## config.mk

```make
export PLATFORM = sky130hd
export DESIGN_NAME = cio_core
export DESIGN_NICKNAME = d
export VERILOG_FILES = /design/src/common/cio_pkg.sv /design/src/cio_core.sv /design/src/cio_sync.sv /design/src/cio_od_lookup.sv
export VERILOG_INCLUDE_DIRS = /design/src /design/src/common
export SDC_FILE = /design/constraint.sdc
export NUM_CORES = 1
export LEC_CHECK = 0
export ABC_AREA = 1
export BUFFER_PORTS_ARGS = -buffer_cell sky130_fd_sc_hd__buf_2
export CORE_MARGIN = 2
export CORE_UTILIZATION = 56
export CTS_CLUSTER_DIAMETER = 60
export CTS_CLUSTER_SIZE = 40
export DETAILED_ROUTE_END_ITERATION = 8
export PLACE_DENSITY_LB_ADDON = 0.05
export SLEW_MARGIN = 15
export SYNTH_ARGS = -nofsm -noshare
export SYNTH_HDL_FRONTEND = slang
export SYNTH_HIERARCHICAL = 1
export SYNTH_SLANG_ARGS = --single-unit
```

## constraint.sdc

```tcl
create_clock -name clock_i -period 7.9 [get_ports clock_i]
set_clock_uncertainty 0.2 [all_clocks]
set_input_delay 1.185 -clock clock_i [delete_from_list [all_inputs] [get_ports clock_i]]
set_output_delay 1.185 -clock clock_i [all_outputs]
set_load 0.005 [all_outputs]
```

## src/common/cio_regs.svh

```systemverilog
/*
 * constants of the i/o object dictionary: identifiers, indices,
 * sub-indices, fixed values, service-data command and abort codes.
 * assumes inclusion by bare name from the package and the modules.
 */
`ifndef CIO_REGS_SVH
`define CIO_REGS_SVH
// ----------------------------------------
// message identifiers
// ----------------------------------------
`define CIO_SDO_RX_ID 11'h629
`define CIO_SDO_TX_ID 11'h5a9
`define CIO_PDO_BTN_ID 11'h1a9
`define CIO_PDO_STK_ID 11'h2a9
`define CIO_DLC_FULL 4'h8
`define CIO_DLC_BTN 4'h4
`define CIO_DLC_STK 4'h1
// ----------------------------------------
// object indices and sub-indices
// ----------------------------------------
`define CIO_IDX_TXMAP 16'h1a00
`define CIO_IDX_FEAT 16'h2000
`define CIO_IDX_LAMP 16'h2100
`define CIO_IDX_INPUT 16'h2200
`define CIO_IDX_STICK 16'h2300
`define CIO_SUB_VALUE 8'h04
`define CIO_SUB_SET 8'h05
`define CIO_SUB_COUNT 8'h06
// ----------------------------------------
// fixed values and reset values
// ----------------------------------------
`define CIO_MAP_CNT 32'h00000001
`define CIO_MAP_BTN 32'h22000420
`define CIO_MAP_STK 32'h23000408
`define CIO_FEAT_VAL 32'h00000000
`define CIO_GRP_ENTRIES 32'h00000006
`define CIO_GRP_COUNT 32'h0000001a
`define CIO_LAMP_W 24
`define CIO_LAMP_RST 24'h000000
// ----------------------------------------
// service-data commands and aborts
// ----------------------------------------
`define CIO_CMD_UPLOAD 8'h40
`define CIO_CMD_DL4 8'h23
`define CIO_RSP_UPLOAD 8'h43
`define CIO_RSP_DL 8'h60
`define CIO_RSP_ABORT 8'h80
`define CIO_ABT_CMD 32'h05040001
`define CIO_ABT_LEN 32'h06070010
`define CIO_ABT_RO 32'h06010002
`define CIO_ABT_SUB 32'h06090011
`define CIO_ABT_OBJ 32'h06020000
`endif

```

## src/common/cio_pkg.sv

```systemverilog
/*
 * types of the i/o object dictionary: can frame, fsm states,
 * dictionary answer and the core state record.
 * assumes cio_regs.svh on the include path.
 */
`include "cio_regs.svh"
package cio_pkg;
    // one can frame; data byte k sits in bits 8k+7..8k
    typedef struct packed {
        logic [10:0] id;
        logic [3:0] dlc;
        logic [63:0] data;
    } cio_frame_t;
    // one-hot fsm states
    typedef enum logic [2:0] {
        CIO_IDLE = 3'b001,
        CIO_EXEC = 3'b010,
        CIO_SEND = 3'b100
    } cio_state_t;
    // answer of the dictionary lookup
    typedef struct packed {
        logic [31:0] value;
        logic [31:0] abort;
        logic fail;
        logic lamp_we;
    } cio_od_ans_t;
    // whole state of the core
    typedef struct packed {
        cio_state_t st;
        logic [`CIO_LAMP_W-1:0] lamp;
        logic [31:0] sw_prev;
        logic [7:0] stk_prev;
        logic btn_pend;
        logic stk_pend;
        logic [7:0] cmd;
        logic [15:0] idx;
        logic [7:0] sub;
        logic [31:0] wdata;
        cio_frame_t tx;
    } cio_core_t;
endpackage

```

## src/cio_core.sv

```systemverilog
/*
 * i/o object dictionary core: service-data server, lamp outputs,
 * event-driven button and joystick process-data messages.
 * assumes a can controller on the same clock that hands over whole
 * frames and accepts frames with a valid/ready handshake.
 */
`include "cio_regs.svh"
module cio_core
    import cio_pkg::*;
(
    // clock and reset
    input wire logic clock_i,
    input wire logic rst_i,
    // received frames from the can controller
    input wire logic rx_valid_i,
    input wire cio_frame_t rx_frame_i,
    output logic rx_ready_o,
    // frames to the can controller
    output logic tx_valid_o,
    output cio_frame_t tx_frame_o,
    input wire logic tx_ready_i,
    // input pins
    input wire logic [15:0] switch_i,
    input wire logic [3:0] four_way_i,
    input wire logic [1:0] stick_button_i,
    input wire logic [3:0] stick_dir_i,
    input wire logic stick_fitted_i,
    input wire logic [`CIO_LAMP_W-1:0] lamp_sense_i,
    // output pins
    output logic [19:0] led_drive_o,
    output logic [3:0] switch_lamp_output_o
);
    cio_core_t core_reg; // whole block state
    cio_core_t core_next; // its next value
    logic [50:0] pins_sync; // synchronised pin vector
    logic [15:0] sw_s; // switches
    logic [3:0] fw_s; // four-way switch
    logic [1:0] btn_s; // stick buttons
    logic [3:0] dir_s; // stick directions n,o,s,w
    logic fit_s; // digital stick fitted
    logic [`CIO_LAMP_W-1:0] sense_s; // lamp read-back
    logic [3:0] dir_m; // directions gated by fitted
    logic [31:0] sw_word; // switch group process word
    logic [7:0] stk_word; // stick process word
    logic sdo_take; // service request taken this cycle
    logic btn_chg; // switch word changed
    logic stk_chg; // stick word changed
    cio_od_ans_t ans; // dictionary answer

    // ----------------------------------------
    // pin synchronisation
    // ----------------------------------------
    // every pin is asynchronous to the clock, so all pass two flops
    cio_sync #(
        .W(51)
    ) u_sync (
        .clock_i(clock_i),
        .rst_i(rst_i),
        .pin_i({lamp_sense_i, stick_fitted_i, stick_dir_i, stick_button_i,
            four_way_i, switch_i}),
        .sync_o(pins_sync)
    );
    assign {sense_s, fit_s, dir_s, btn_s, fw_s, sw_s} = pins_sync;

    // ----------------------------------------
    // process words
    // ----------------------------------------
    // directions mean nothing without a digital stick, so they read 0
    assign dir_m = dir_s & {4{fit_s}};
    // active-high inputs pass straight through
    assign sw_word = {6'h00, dir_m, btn_s, fw_s, sw_s};
    assign stk_word = {1'b0, btn_s, 1'b0, dir_m};

    // ----------------------------------------
    // dictionary lookup on the latched request
    // ----------------------------------------
    cio_od_lookup u_od (
        .cmd_i(core_reg.cmd),
        .idx_i(core_reg.idx),
        .sub_i(core_reg.sub),
        .sw_word_i(sw_word),
        .stk_word_i(stk_word),
        .lamp_set_i(core_reg.lamp),
        .lamp_sense_i(sense_s),
        .ans_o(ans)
    );

    // ----------------------------------------
    // handshake decode
    // ----------------------------------------
    // frames are accepted only while idle; other ids are dropped
    assign rx_ready_o = (core_reg.st == CIO_IDLE);
    assign sdo_take = rx_valid_i && rx_ready_o &&
        (rx_frame_i.id == `CIO_SDO_RX_ID) &&
        (rx_frame_i.dlc == `CIO_DLC_FULL);
    assign btn_chg = (sw_word != core_reg.sw_prev);
    assign stk_chg = (stk_word != core_reg.stk_prev);

    // ----------------------------------------
    // next state
    // ----------------------------------------
    always_comb begin
        core_next = core_reg;
        // change detection; a change sets the pending flag
        if (btn_chg) begin
            core_next.sw_prev = sw_word;
            core_next.btn_pend = 1'b1;
        end
        if (stk_chg) begin
            core_next.stk_prev = stk_word;
            core_next.stk_pend = 1'b1;
        end
        case (core_reg.st)
            CIO_IDLE: begin
                if (sdo_take) begin
                    // service requests win over process messages
                    core_next.cmd = rx_frame_i.data[7:0];
                    core_next.idx = rx_frame_i.data[23:8];
                    core_next.sub = rx_frame_i.data[31:24];
                    core_next.wdata = rx_frame_i.data[63:32];
                    core_next.st = CIO_EXEC;
                end else if (core_reg.btn_pend) begin
                    // a change in this very cycle keeps the flag set
                    core_next.btn_pend = btn_chg;
                    core_next.tx.id = `CIO_PDO_BTN_ID;
                    core_next.tx.dlc = `CIO_DLC_BTN;
                    core_next.tx.data = {32'h00000000, sw_word};
                    core_next.st = CIO_SEND;
                end else if (core_reg.stk_pend) begin
                    core_next.stk_pend = stk_chg;
                    core_next.tx.id = `CIO_PDO_STK_ID;
                    core_next.tx.dlc = `CIO_DLC_STK;
                    core_next.tx.data = {56'h0, stk_word};
                    core_next.st = CIO_SEND;
                end
            end
            CIO_EXEC: begin
                // every reply is a full eight-byte frame
                core_next.tx.id = `CIO_SDO_TX_ID;
                core_next.tx.dlc = `CIO_DLC_FULL;
                if (ans.fail) begin
                    // abort leaves the lamp state as it was
                    core_next.tx.data = {ans.abort, core_reg.sub,
                        core_reg.idx, `CIO_RSP_ABORT};
                end else if (ans.lamp_we) begin
                    // upper byte is dropped; master keeps it zero
                    core_next.lamp = core_reg.wdata[`CIO_LAMP_W-1:0];
                    core_next.tx.data = {32'h00000000, core_reg.sub,
                        core_reg.idx, `CIO_RSP_DL};
                end else begin
                    // smaller values go out widened to four bytes
                    core_next.tx.data = {ans.value, core_reg.sub,
                        core_reg.idx, `CIO_RSP_UPLOAD};
                end
                core_next.st = CIO_SEND;
            end
            CIO_SEND: begin
                // hold the frame until the controller takes it
                if (tx_ready_i) begin
                    core_next.st = CIO_IDLE;
                end
            end
            default: core_next.st = CIO_IDLE;
        endcase
    end

    // ----------------------------------------
    // registers
    // ----------------------------------------
    always_ff @(posedge clock_i or posedge rst_i) begin
        if (rst_i) begin
            core_reg <= '0;
            core_reg.st <= CIO_IDLE;
            core_reg.lamp <= `CIO_LAMP_RST;
        end else begin
            core_reg <= core_next;
        end
    end

    // ----------------------------------------
    // outputs
    // ----------------------------------------
    assign tx_valid_o = (core_reg.st == CIO_SEND);
    assign tx_frame_o = core_reg.tx;
    // one means lit; lamps 1..4 sit on bits 20..23
    assign led_drive_o = core_reg.lamp[19:0];
    assign switch_lamp_output_o = core_reg.lamp[23:20];
endmodule

```

## src/cio_sync.sv

```systemverilog
/*
 * two-flop synchroniser for a vector of pin inputs.
 * assumes bits are independent levels; no bus coherence is given.
 */
module cio_sync
    import cio_pkg::*;
#(
    parameter int W = 51
) (
    // clock and reset
    input wire logic clock_i,
    input wire logic rst_i,
    // pins in, synchronised out
    input wire logic [W-1:0] pin_i,
    output logic [W-1:0] sync_o
);
    // both stages in one record; s1 is read only by s2
    typedef struct packed {
        logic [W-1:0] s1;
        logic [W-1:0] s2;
    } cio_sync_t;
    cio_sync_t sync_reg;
    cio_sync_t sync_next;

    // ----------------------------------------
    // next state
    // ----------------------------------------
    always_comb begin
        sync_next.s1 = pin_i;
        sync_next.s2 = sync_reg.s1;
    end

    // ----------------------------------------
    // registers
    // ----------------------------------------
    always_ff @(posedge clock_i or posedge rst_i) begin
        if (rst_i) begin
            sync_reg <= '0;
        end else begin
            sync_reg <= sync_next;
        end
    end

    assign sync_o = sync_reg.s2;
endmodule

```

## src/cio_od_lookup.sv

```systemverilog
/*
 * combinational object-dictionary lookup for one service-data request.
 * assumes the caller registers the answer and applies the lamp write.
 */
`include "cio_regs.svh"
module cio_od_lookup
    import cio_pkg::*;
(
    // request
    input wire logic [7:0] cmd_i,
    input wire logic [15:0] idx_i,
    input wire logic [7:0] sub_i,
    // live values
    input wire logic [31:0] sw_word_i,
    input wire logic [7:0] stk_word_i,
    input wire logic [`CIO_LAMP_W-1:0] lamp_set_i,
    input wire logic [`CIO_LAMP_W-1:0] lamp_sense_i,
    // answer
    output cio_od_ans_t ans_o
);
    logic obj_ok; // index exists
    logic sub_ok; // sub-index exists
    logic wr_ok; // sub-index is writable
    logic [31:0] val; // read value
    logic is_grp; // one of the three groups

    // ----------------------------------------
    // value decode
    // ----------------------------------------
    always_comb begin
        obj_ok = 1'b1;
        sub_ok = 1'b1;
        wr_ok = 1'b0;
        val = '0;
        is_grp = (idx_i == `CIO_IDX_LAMP) || (idx_i == `CIO_IDX_INPUT) ||
            (idx_i == `CIO_IDX_STICK);
        if (idx_i == `CIO_IDX_TXMAP) begin
            case (sub_i)
                8'h00: val = `CIO_MAP_CNT;
                8'h01: val = `CIO_MAP_BTN;
                8'h02: val = `CIO_MAP_STK;
                default: sub_ok = 1'b0;
            endcase
        end else if (idx_i == `CIO_IDX_FEAT) begin
            // compatibility only, never writable
            sub_ok = (sub_i == 8'h00);
            val = `CIO_FEAT_VAL;
        end else if (is_grp) begin
            case (sub_i)
                8'h00: val = `CIO_GRP_ENTRIES;
                8'h01, 8'h02, 8'h03: val = '0;
                `CIO_SUB_VALUE: begin
                    if (idx_i == `CIO_IDX_LAMP) begin
                        val = {8'h00, lamp_sense_i};
                    end else if (idx_i == `CIO_IDX_INPUT) begin
                        val = sw_word_i;
                    end else begin
                        val = {24'h000000, stk_word_i};
                    end
                end
                `CIO_SUB_SET: begin
                    // lamp set word is the only writable entry
                    if (idx_i == `CIO_IDX_LAMP) begin
                        val = {8'h00, lamp_set_i};
                        wr_ok = 1'b1;
                    end else begin
                        val = '0;
                    end
                end
                `CIO_SUB_COUNT: val = `CIO_GRP_COUNT;
                default: sub_ok = 1'b0;
            endcase
        end else begin
            obj_ok = 1'b0;
        end
    end

    // ----------------------------------------
    // verdict: object, sub-index, command, access
    // ----------------------------------------
    always_comb begin
        ans_o.value = val;
        ans_o.abort = '0;
        ans_o.fail = 1'b1;
        ans_o.lamp_we = 1'b0;
        if (!obj_ok) begin
            ans_o.abort = `CIO_ABT_OBJ;
        end else if (!sub_ok) begin
            ans_o.abort = `CIO_ABT_SUB;
        end else if (cmd_i == `CIO_CMD_UPLOAD) begin
            ans_o.fail = 1'b0;
        end else if (cmd_i[7:5] == 3'b001) begin
            // downloads: only four-byte expedited into a writable entry
            if (cmd_i != `CIO_CMD_DL4) begin
                ans_o.abort = `CIO_ABT_LEN;
            end else if (!wr_ok) begin
                ans_o.abort = `CIO_ABT_RO;
            end else begin
                ans_o.fail = 1'b0;
                ans_o.lamp_we = 1'b1;
            end
        end else begin
            ans_o.abort = `CIO_ABT_CMD;
        end
    end
endmodule

```

Yosys cells after proc, flatten, opt, wreduce, memory -nomap -nowiden --
Cells that the tools add are included. Widths: inputs -> output; s select.
Cells by class: equality and inequality tests 25, multiplexer cells 53, bitwise gates (word level) 2, reduce and logical (&&, ||, !) cells 13
Operator list (count):
- $mux 32 | 9
- $mux 79 | 3
- $mux 64 | 3
- $pmux 79 s2 | 1
- $pmux 32 s4 | 1
- $pmux 30 s3 | 1
- $mux 66 | 1
- $eq 16x14->1 const B | 4
- $mux 27 | 1
- $mux 26 | 1
- $ne 26x26->1 | 1
- $eq 8x3->1 const B | 3
- $mux 24 | 1
- $mux 1 | 20
- $eq 16x13->1 const B | 1
- $eq 8x2->1 const B | 2
- $mux 2 | 6
- $mux 3 | 4
- $eq 11x11->1 const B | 1
- $pmux 3 s3 | 1
- $eq 8x1->1 const B | 1
- $eq 8x7->1 const B | 1
- $logic_not 8->1 | 1
- $ne 8x6->1 const B | 1
- 18 further kinds | 24
Storage, ports and cells: register bits 306, input bits 134, word-level logic and storage cells 108

Depth between registers and ports, before layout --
Gate-level depths: netlist of the first run.
depth after elaboration 15, depth in mapped cells 18, gate-level depth less buffers 17

Hierarchy --
Netlist of the first run, hierarchy kept.
By module, submodules not included:
- cio_core | instances 1, cells each 1128, area an instance 9122.5 µm², seq. area each 4655.7 µm²
- cio_sync | instances 1, cells each 103, area an instance 2556.2 µm², seq. area each 2552.4 µm²
- cio_od_lookup | instances 1, cells each 317, area an instance 1557.7 µm², seq. area each 0.0 µm²

Least setup slack after synthesis of the first run --
Ideal clock, no wire load.
kind reg-to-reg, start point reg core_reg[126] in the netlist's numbering, end point reg core_reg (netlist bit tx_frame_o[0]), library setup time 67 ps, arrival time 2298 ps, setup slack 5336 ps, cell stages (with the launch flop) 17, buffers on the path 3, clock period less this slack 2564 ps, cells stage by stage dfrtp_1 > nor2_1 > nand2_2 > nor2_8 > nand2_2 > inv_2 > buf_4 > nand3b_1 > nand2_1 > nand3_1 > buf_2 > nor2_1 > buf_2 > nand2_1 > nand2_1 > nand4_1 > nand2_1
RTL lines:
- start, declared | RTL line cio_core.sv:33 | cio_core_t core_reg;
- start signal, assigned | RTL line cio_core.sv:176 | core_reg <= core_next;

Final worst setup path of the first run --
start point in rx_frame_i[72] in the netlist's numbering, end point reg core_reg (netlist bit tx_frame_o[48])
Between the ends: word-level cells in the longest chain between the ends 5
Ends and longest elaborated chain:
- start, declared | RTL line cio_core.sv:16 | input wire cio_frame_t rx_frame_i,
- $eq 11x11->1 (no line)
- $logic_and 1x1->1 (2 in series) | RTL line cio_core.sv:93 | assign sdo_take = rx_valid_i && rx_ready_o &&
- $ne 2x2->1 (no line)
- $reduce_and 3->1 (no line)
Every way passes these cells. A chain may end at the register's enable or synchronous reset.

==> flow_metrics.env, run 1 <==
export IMPL_outcome="finished, final reports clean"
export IMPL_fin_tns_setup_ns=0
export IMPL_final_common_cell="nand2_1"
export IMPL_rows=56
export IMPL_post_dp_hpwl_um=21690
export IMPL_cts_sinks=288
export IMPL_grtUsageTotal_pct=25.12
export IMPL_yosysSeqAreaShare_pct=54.46
export IMPL_min_to="u_sync/sync_o[29]"
export IMPL_layout_min_cycle_time_ns=3.718
export IMPL_switchingPower_uw=953.0
export IMPL_ys_warn_count=6
export IMPL_clockBufferDepth=3
export IMPL_htreeDepth=1
export IMPL_synth_area_leader_cell="dfrtp_1"
export IMPL_drv_slew=0
export IMPL_path_class="input pin to register"
export IMPL_drive_gt1_share_pct=18.79
export IMPL_vias=9696
export IMPL_drtPass1Iterations=6
export IMPL_ys_types=37
export IMPL_crit_fanout=80
export IMPL_fmax_ghz=0.2690
export IMPL_crit_family="simple AND/OR/NAND/NOR gates"
export IMPL_r2r_end="tx_frame_o[5]"
export IMPL_final_cell_mix="nand2_1, dfrtp_1, buf_2, inv_1, nor2_1"
export IMPL_swShare_pct=29.45
export IMPL_peakVddDrop_uv=273.0
export IMPL_largest_register_ff_count=93
export IMPL_grt_setup_unrepaired="false"
export IMPL_slowest_stage="nand3_4"
export IMPL_synth_top_area_share_pct=54.26
export IMPL_holdPathStages=0
export IMPL_final_period_utilization_pct=47.06
export IMPL_r2r_start="core_reg[120]"
export IMPL_dr_first_iter_drc_count=629
export IMPL_die_area_sq_mm=0.02488
export IMPL_design_core_area_sq_mm=0.02333
export IMPL_clkPwrFrac_pct=35.9
export IMPL_hp_class="register to register"
export IMPL_max_stage_delay_ns=0.76
export IMPL_viasPerCell=4.949
export IMPL_slew_limit_headroom_pct=26.97
export IMPL_critPathArrivalTime_ns=3.97
export IMPL_hold_buffers=0
export IMPL_syn_area_per_cell_sq_um=8.551
export IMPL_p_leak_nw=8.131
export IMPL_grt_overflow=0
export IMPL_syn_area_sq_mm=0.01324
export IMPL_cts_resized=0
export IMPL_start_util_pct=56.73
export IMPL_synth_ff_type="dfrtp_1"
export IMPL_routedWlPerCell_um=15.73
export IMPL_setup_viol=0
export IMPL_power_density_mw_per_mm2=225.2
export IMPL_required_ns=8.16
export IMPL_die_h_um=157.7
export IMPL_critPathBufInv=2
export IMPL_syn2layout_area_growth_pct=8.574
export IMPL_finalHoldViolations=0
export IMPL_p_seq_share_pct=51.3
export IMPL_pre_cts_slack_ns=3.636
export IMPL_crit_path_end_kind="register"
export IMPL_synthCells=1548
export IMPL_finalWorstSetupSlack_ns=4.182
export IMPL_cts_root_buf="clkbuf_16"
export IMPL_die_w_um=157.7
export IMPL_num_io_pins=239
export IMPL_nets=1759
export IMPL_antenna_found_initial=1
export IMPL_drcViolationCount=0
export IMPL_async_flop_share_pct=100.0
export IMPL_ant_nets=0
export IMPL_gp_congestion=0.8643
export IMPL_r2r_cells=16
export IMPL_tightestPinTransition_ns=1.093
export IMPL_clk_latency_ns=0.53
export IMPL_grt_pass1_vias=9037
export IMPL_hold_path_startpoint="u_sync/sync_next[29]"
export IMPL_cts_tree="built"
export IMPL_power_frac_comb_pct=12.8
export IMPL_wl_um=30820
export IMPL_ys_ff_latch=288
export IMPL_io_buffers=225
export IMPL_grt_pass1_wl_um=48200
export IMPL_cts_made_buffers=20
export IMPL_clkTransAtPathRegs_ns=0.11
export IMPL_max_cap_violations=0
export IMPL_cp_start_kind="input pin"
export IMPL_grt_max_degree=81
export IMPL_synth_area_top_cells="dfrtp_1, nand2_1, buf_4"
export IMPL_synth_edf_count=0
export IMPL_p_int_mw=2.283
export IMPL_post_cts_buffers=0
export IMPL_r2r_slack_ns=4.48
export IMPL_cp_cell_sequence="buf_2, nor2_1, nand3_1, nor2_1, nand3_4, nand3_2, buf_4, nand2_1, nand2_1"
[layer usage]
layer  GRT usage [%]  part of all wire, %  up-vias  wire length, um
li1                -                    -     4815                -
met1           35.80                   45     4589            13810
met2           39.83                   47      248            14470
met3           4.407                  5.7       44             1764
met4           7.186                  2.5        0              776
met5               0                    0        -                0
[worst reg2reg max path: stages, from the launching register on]
cell,delay [ns]
dfrtp_1,0.41
nor2_1,0.13
nand2_1,0.15
nor2_8,0.20
nand2_2,0.26
nand3_1,0.25
nand3_1,0.09
nand2_1,0.10
nand2_2,0.10
nand3_1,0.09
buf_4,0.36
inv_1,0.11
nand4_1,0.11
buf_4,0.41
nand2_1,0.15
nand4_1,0.12
nand2_1,0.09
[metrics by stage]
step	utilization (%)	std cells	power (mW)	hold WS, ns	instance area, sq um
2_1_floorplan	-	1581	2.032	0.1312	13360
3_3_place_gp	58.30	1922	2.100	0.1315	13600
3_5_place_dp	58.30	1922	2.109	0.1347	13600
4_1_cts	61.58	1958	3.270	0.1533	14370
5_1_grt	61.59	1959	3.384	0.1602	14370
6_report	61.59	1959	3.236	0.1497	14370
[synth_stat cells, drive strengths merged, types with 2 or more instances]
master	instances
a31oi	2
clkbuf	46
xor2	4
nor2	122
conb	2
nand4	36
a21o	15
nor4	2
o21ai	51
a22o	33
dfrtp	287
or2	5
nand3b	4
nand3	57
nand2	525
inv	132
nor3	6
a21oi	45
xnor2	4
buf	166
[cell type report]
class | count | area (sq um)
flip-flops and latches | 288 | 7208
fillers | 2158 | 8961
well taps | 319 | 399.1
clock inverters | 14 | 236.5
diodes | 1 | 2.502
multi-input cells | 949 | 4299
repair buffers | 234 | 1194
clock buffers | 22 | 529.3
inverters | 132 | 503.0
[worst max-delay path by stage]
stage	from	end	slack, ns	cells after the start
finish	rx_frame_i[72]	tx_frame_o[48]	4.18	9
global route	rx_frame_i[71]	tx_frame_o[49]	3.83	10
CTS	rx_frame_i[72]	tx_frame_o[48]	4.17	9
detailed placement	rx_frame_i[72]	tx_frame_o[48]	3.64	9
global placement	rx_frame_i[72]	tx_frame_o[53]	3.67	9
floorplan	rst_i	core_reg[100]	1.46	1
[power groups by stage]
stage,clock network [mW],registers [mW],logic [mW]
detailed placement,0,1.69,0.419
global placement,0,1.69,0.414
global route,1.24,1.67,0.474
floorplan,0,1.66,0.375
CTS,1.19,1.66,0.421
finish,1.16,1.66,0.414
[logic make-up after synthesis]
logic type / after synthesis / share of synthesized area (%)
AOI/OAI and AO/OA: 148 / 7.165
and+or+nand+nor: 758 / 23.72
buffers and inverters: 344 / 14.08
xor gates and xnor gates: 8 / 0.5293
DFF: 288 / 54.46
other: 2 / 0.05674
Note: power is estimated with default switching activity, not from simulation.
==> run 2, diff against run 1 <==
==> constraint.sdc (replaced) <==
create_clock -name clock_i -period 3.69 [get_ports clock_i]
set_clock_uncertainty 0.2 [all_clocks]
set_input_delay 0.5535 -clock clock_i [delete_from_list [all_inputs] [get_ports clock_i]]
set_output_delay 0.5535 -clock clock_i [all_outputs]
set_load 0.005 [all_outputs]
==> run 2 against run 1 <==
Global-route usage rose by 0.40 points. Combinational power up 130%. Sequential share of layout area down 2.3 points. Sequential cell count unchanged. Via count rose by 2.8%. Final cell count grew 3.5%. Highest routed layer unchanged. Wire length up 2.8%. Register-to-register slack worse by 4.0 ns. Critical endpoint is now led_drive_o[3]. Critical path depth increased by 4. First-iteration DRC count up 11%. Utilization up 3.0 points. Setup slack got worse by 3.7 ns.
==> flow_metrics.env, run 2 (synthesis results as in run 1) <==
export IMPL_outcome="finished, final reports clean"
export IMPL_cts_made_buffers=22
export IMPL_slew_limit_headroom_pct=33.43
export IMPL_drv_slew=0
export IMPL_final_period_utilization_pct=87.82
export IMPL_hold_worst_slack_ns=0.008950
export IMPL_cts_sinks=288
export IMPL_finalHoldViolations=0
export IMPL_die_area_sq_mm=0.02488
export IMPL_final_cell_mix="nand2_1, dfrtp_1, buf_2, inv_1, nor2_1"
export IMPL_setup_viol=0
export IMPL_drcViolationCount=0
export IMPL_cts_root_buf="clkbuf_16"
export IMPL_required_ns=3.88
export IMPL_critPathBufInv=3
export IMPL_gp_congestion=0.8985
export IMPL_htreeDepth=1
export IMPL_grtUsageTotal_pct=25.52
export IMPL_routedWlPerCell_um=15.63
export IMPL_syn2layout_area_growth_pct=13.88
export IMPL_rows=56
export IMPL_hp_class="input pin to register"
export IMPL_viasPerCell=4.914
export IMPL_post_dp_hpwl_um=21820
export IMPL_crit_fanout=48
export IMPL_crit_family="simple AND/OR/NAND/NOR gates"
export IMPL_peakVddDrop_uv=424.4
export IMPL_num_io_pins=239
export IMPL_grt_overflow=0
export IMPL_grt_pass1_vias=9373
export IMPL_slowest_stage="dfrtp_1"
export IMPL_antenna_found_initial=0
export IMPL_p_leak_nw=8.441
export IMPL_post_cts_buffers=0
export IMPL_ant_nets=0
export IMPL_nets=1827
export IMPL_path_class="register to register"
export IMPL_largest_register_ff_count=93
export IMPL_tightestPinTransition_ns=0.9986
export IMPL_max_cap_violations=0
export IMPL_drive_gt1_share_pct=18.67
export IMPL_cp_cell_sequence="nor2_1, nand2_2, nor2_8, nand2_2, inv_2, nand3b_1, nand2_1, nand3_1, inv_1, nand4_1, buf_4, nand2_1, o21ai_0"
export IMPL_dr_first_iter_drc_count=697
export IMPL_fin_tns_setup_ns=0
export IMPL_cts_tree="built"
export IMPL_clk_latency_ns=0.55
export IMPL_cp_start_kind="register"
export IMPL_final_common_cell="nand2_1"
export IMPL_vias=9966
export IMPL_die_w_um=157.7
export IMPL_fmax_ghz=0.3086
export IMPL_die_h_um=157.7
export IMPL_start_util_pct=56.73
export IMPL_wl_um=31700
export IMPL_design_core_area_sq_mm=0.02333
export IMPL_grt_max_degree=109
export IMPL_cts_resized=0
export IMPL_clkTransAtPathRegs_ns=0.10
export IMPL_grt_setup_unrepaired="false"
export IMPL_clockBufferDepth=3
export IMPL_fill_cells=2049
export IMPL_diodes=0
export IMPL_crit_path_end_kind="register"
export IMPL_io_buffers=225
export IMPL_layout_min_cycle_time_ns=3.241
export IMPL_critPathArrivalTime_ns=3.43
export IMPL_power_density_mw_per_mm2=469.3
export IMPL_grt_pass1_wl_um=49010
export IMPL_max_stage_delay_ns=0.41
export IMPL_drtPass1Iterations=5
## run 2: path summary, 6_finish.rpt
| path | start | end | slack, ns | cells after the start |
|---|---|---|---|---|
| worst max-delay path | core_reg[122] | led_drive_o[3] | 0.45 | 13 |
| worst min-delay path | rx_frame_i[27] | core_reg[114] | 0.009 | 3 |
| worst max register to register | core_reg[122] | led_drive_o[3] | 0.45 | 13 |
| worst min register to register | u_sync/sync_next[28] | u_sync/sync_o[28] | 0.15 | 0 |
| max in group asynchronous | rst_i | core_reg[138] | 1.84 | 4 |
| min in group asynchronous | rst_i | led_drive_o[12] | 0.48 | 3 |
## run 2: worst min-delay path, cell delays in order
cell and delay, ns:
buf_2 0.08, nand2_1 0.05, nand2_1 0.05
## run 2: area by class of cell
class | instances | area (sq um) | area share [%]
clock buffers | 24 | 558.0 | 3.702
clock inverters | 16 | 252.7 | 1.677
inverters | 132 | 504.2 | 3.345
multi-input cells | 949 | 4292 | 28.47
flip-flops and latches | 288 | 7208 | 47.82
well taps | 319 | 399.1 | 2.648
repair buffers | 300 | 1859 | 12.34
## run 2: metal layers
metal | GRT usage [%] | part of all wire, %
met2 | 42.36 | 48
met5 | 0 | 0
met1 | 35.77 | 44
met4 | 6.883 | 2.4
met3 | 3.148 | 5.2
## run 2: stage by stage
step                power, mW  area, sq um  util (%)  instances  worst slack, ns
floorplan               4.350        13360         -       1581           0.2610
global placement        4.485        13680     58.63       1930           0.6190
detailed placement      4.509        13680     58.63       1930           0.5658
CTS                     7.140        15070     64.59       2028           0.4807
global route            7.396        15070     64.60       2028           0.1763
finish                  7.075        15070     64.60       2028           0.4493
## run 2: power breakdown
group          internal (mW)  switching, mW
Sequential              3.39          0.140
Combinational          0.375          0.575
Clock                   1.28           1.32
Total                   5.04           2.03
## run 2: repair_timing
action	4_1_cts	5_1_grt
endpoints found under the setup margin	0	0
endpoints found under the hold margin	80	0
hold buffers	58	0
==> run 3, diff against run 2 <==
==> constraint.sdc (replaced) <==
create_clock -name clock_i -period 3.69 [get_ports clock_i]
set_clock_uncertainty 0.2 [all_clocks]
set_input_delay 0.738 -clock clock_i [delete_from_list [all_inputs] [get_ports clock_i]]
set_output_delay 0.738 -clock clock_i [all_outputs]
set_load 0.005 [all_outputs]
==> run 3 against run 2 <==
First-iteration DRC count is 12% lower. Maximum frequency up 6.3%. Combinational power shrank 6.0%. Die area unchanged. Total power fell by 2.1%. Clock power fell by 3%. Setup slack better by 0.19 ns. Critical endpoint is now led_drive_o[12].
==> flow_metrics.env, run 3 (synthesis results as in run 1) <==
export IMPL_grt_overflow=0
export IMPL_ant_nets=0
export IMPL_clk_latency_ns=0.53
export IMPL_drive_gt1_share_pct=19.33
export IMPL_r2r_cells=15
export IMPL_cts_root_buf="clkbuf_16"
export IMPL_hold_buffers=0
export IMPL_grt_pass1_vias=9145
export IMPL_finalInstanceArea_sq_mm=0.01448
export IMPL_r2r_start="core_reg[132]"
export IMPL_r2r_end="led_drive_o[12]"
export IMPL_grtUsageTotal_pct=24.94
export IMPL_gp_congestion=0.8736
export IMPL_htreeDepth=1
export IMPL_outcome="finished, final reports clean"
export IMPL_power_mw=6.928
export IMPL_die_w_um=157.7
export IMPL_max_cap_violations=0
export IMPL_fill_cells=2129
export IMPL_slew_limit_headroom_pct=33.50
export IMPL_layout_min_cycle_time_ns=3.048
export IMPL_path_class="register to register"
export IMPL_placedCellCount=1931
export IMPL_finalWorstSetupSlack_ns=0.6418
export IMPL_r2r_slack_ns=0.64
export IMPL_start_util_pct=56.73
export IMPL_post_cts_buffers=0
export IMPL_drcViolationCount=0
export IMPL_drtPass1Iterations=5
export IMPL_hp_class="input pin to async pin"
export IMPL_io_buffers=225
export IMPL_crit_fanout=44
export IMPL_crit_start="core_reg[132]"
export IMPL_cts_resized=0
export IMPL_hold_worst_slack_ns=0.01557
export IMPL_fmax_ghz=0.3281
export IMPL_rows=56
export IMPL_cp_start_kind="register"
export IMPL_largest_register_ff_count=93
export IMPL_grt_setup_unrepaired="false"
export IMPL_utilization_pct=62.08
export IMPL_design_core_area_sq_mm=0.02333
export IMPL_grt_use_met1_pct=34.75
export IMPL_clkTransAtPathRegs_ns=0.08
export IMPL_final_seq_area_sq_mm=0.007208
export IMPL_routedWlPerCell_um=15.39
export IMPL_grt_pass1_wl_um=48060
export IMPL_syn2layout_area_growth_pct=9.424
export IMPL_cts_made_buffers=21
export IMPL_wl_um=30330
export IMPL_die_h_um=157.7
export IMPL_power_density_mw_per_mm2=478.4
export IMPL_grt_max_degree=109
export IMPL_nets=1769
export IMPL_pre_cts_slack_ns=0.6612
export IMPL_p_leak_nw=8.206
export IMPL_required_ns=3.89
export IMPL_post_dp_hpwl_um=21700
export IMPL_final_cell_mix="nand2_1, dfrtp_1, buf_2, inv_1, nor2_1"
export IMPL_final_common_cell="nand2_1"
export IMPL_setup_viol=0
export IMPL_drv_slew=0
export IMPL_viasPerCell=4.918
export IMPL_peakVddDrop_uv=445.1
export IMPL_cts_sinks=288
export IMPL_die_area_sq_mm=0.02488
export IMPL_met2_usage_pct=40.12
export IMPL_clockBufferDepth=3
export IMPL_use_met3_pct=3.750
export IMPL_antenna_found_initial=3
export IMPL_busiest_layer="met2"
export IMPL_tightestPinTransition_ns=0.9975
export IMPL_placed_area_sq_mm=0.01372
export IMPL_final_period_utilization_pct=82.61
export IMPL_finalHoldViolations=0
export IMPL_cts_tree="built"
export IMPL_dr_first_iter_drc_count=611
export IMPL_fin_tns_setup_ns=0
export IMPL_critPathArrivalTime_ns=3.25
export IMPL_crit_path_end_kind="register"
export IMPL_num_io_pins=239
export IMPL_layoutNonFillerInstCount=1971
export IMPL_multiInputGateArea_sq_mm=0.004292
export IMPL_vias=9693
run 3: cell type report:
type,count,share of cell area [%]
sequential,288,49.77
multi-input combinational,949,29.63
timing repair buffer,243,9.140
clock buffer,23,3.749
inverter,132,3.464
tap,319,2.756
clock inverter,15,1.460
antenna,2,0.03455
run 3: how the worst max path moves through the flow:
stage	to	slack [ns]
3_5_place_dp	tx_frame_o[67]	0.66
2_1_floorplan	u_sync/sync_next[0]	0.08
3_3_place_gp	tx_frame_o[56]	0.73
4_1_cts	led_drive_o[12]	0.65
5_1_grt	led_drive_o[8]	0.23
6_report	led_drive_o[12]	0.64
run 3: power by group:
part | internal, mW | switching (mW)
clock network | 1.33 | 1.18
logic | 0.335 | 0.557
registers | 3.39 | 0.143
run 3: worst max-delay path: stages, from the launching register on:
cell and delay (ns):
dfrtp_1 0.41, inv_1 0.10, nor2_1 0.06, nand2_1 0.10, nor2_1 0.07, nand2_2 0.26, nand3_1 0.21, nand3_1 0.12
nand2_1 0.07, nand2_2 0.12, nand2_1 0.12, nor2_1 0.23, nand4_1 0.36, buf_12 0.30, nand2_1 0.07, o21ai_0 0.08
run 3: routing by layer:
metal	vias up	part of all wire [%]	routed length, um
met2	258	47	14180
met3	67	5.4	1636
li1	4832	-	-
met5	-	0	0
met1	4536	44	13430
met4	0	3.6	1092
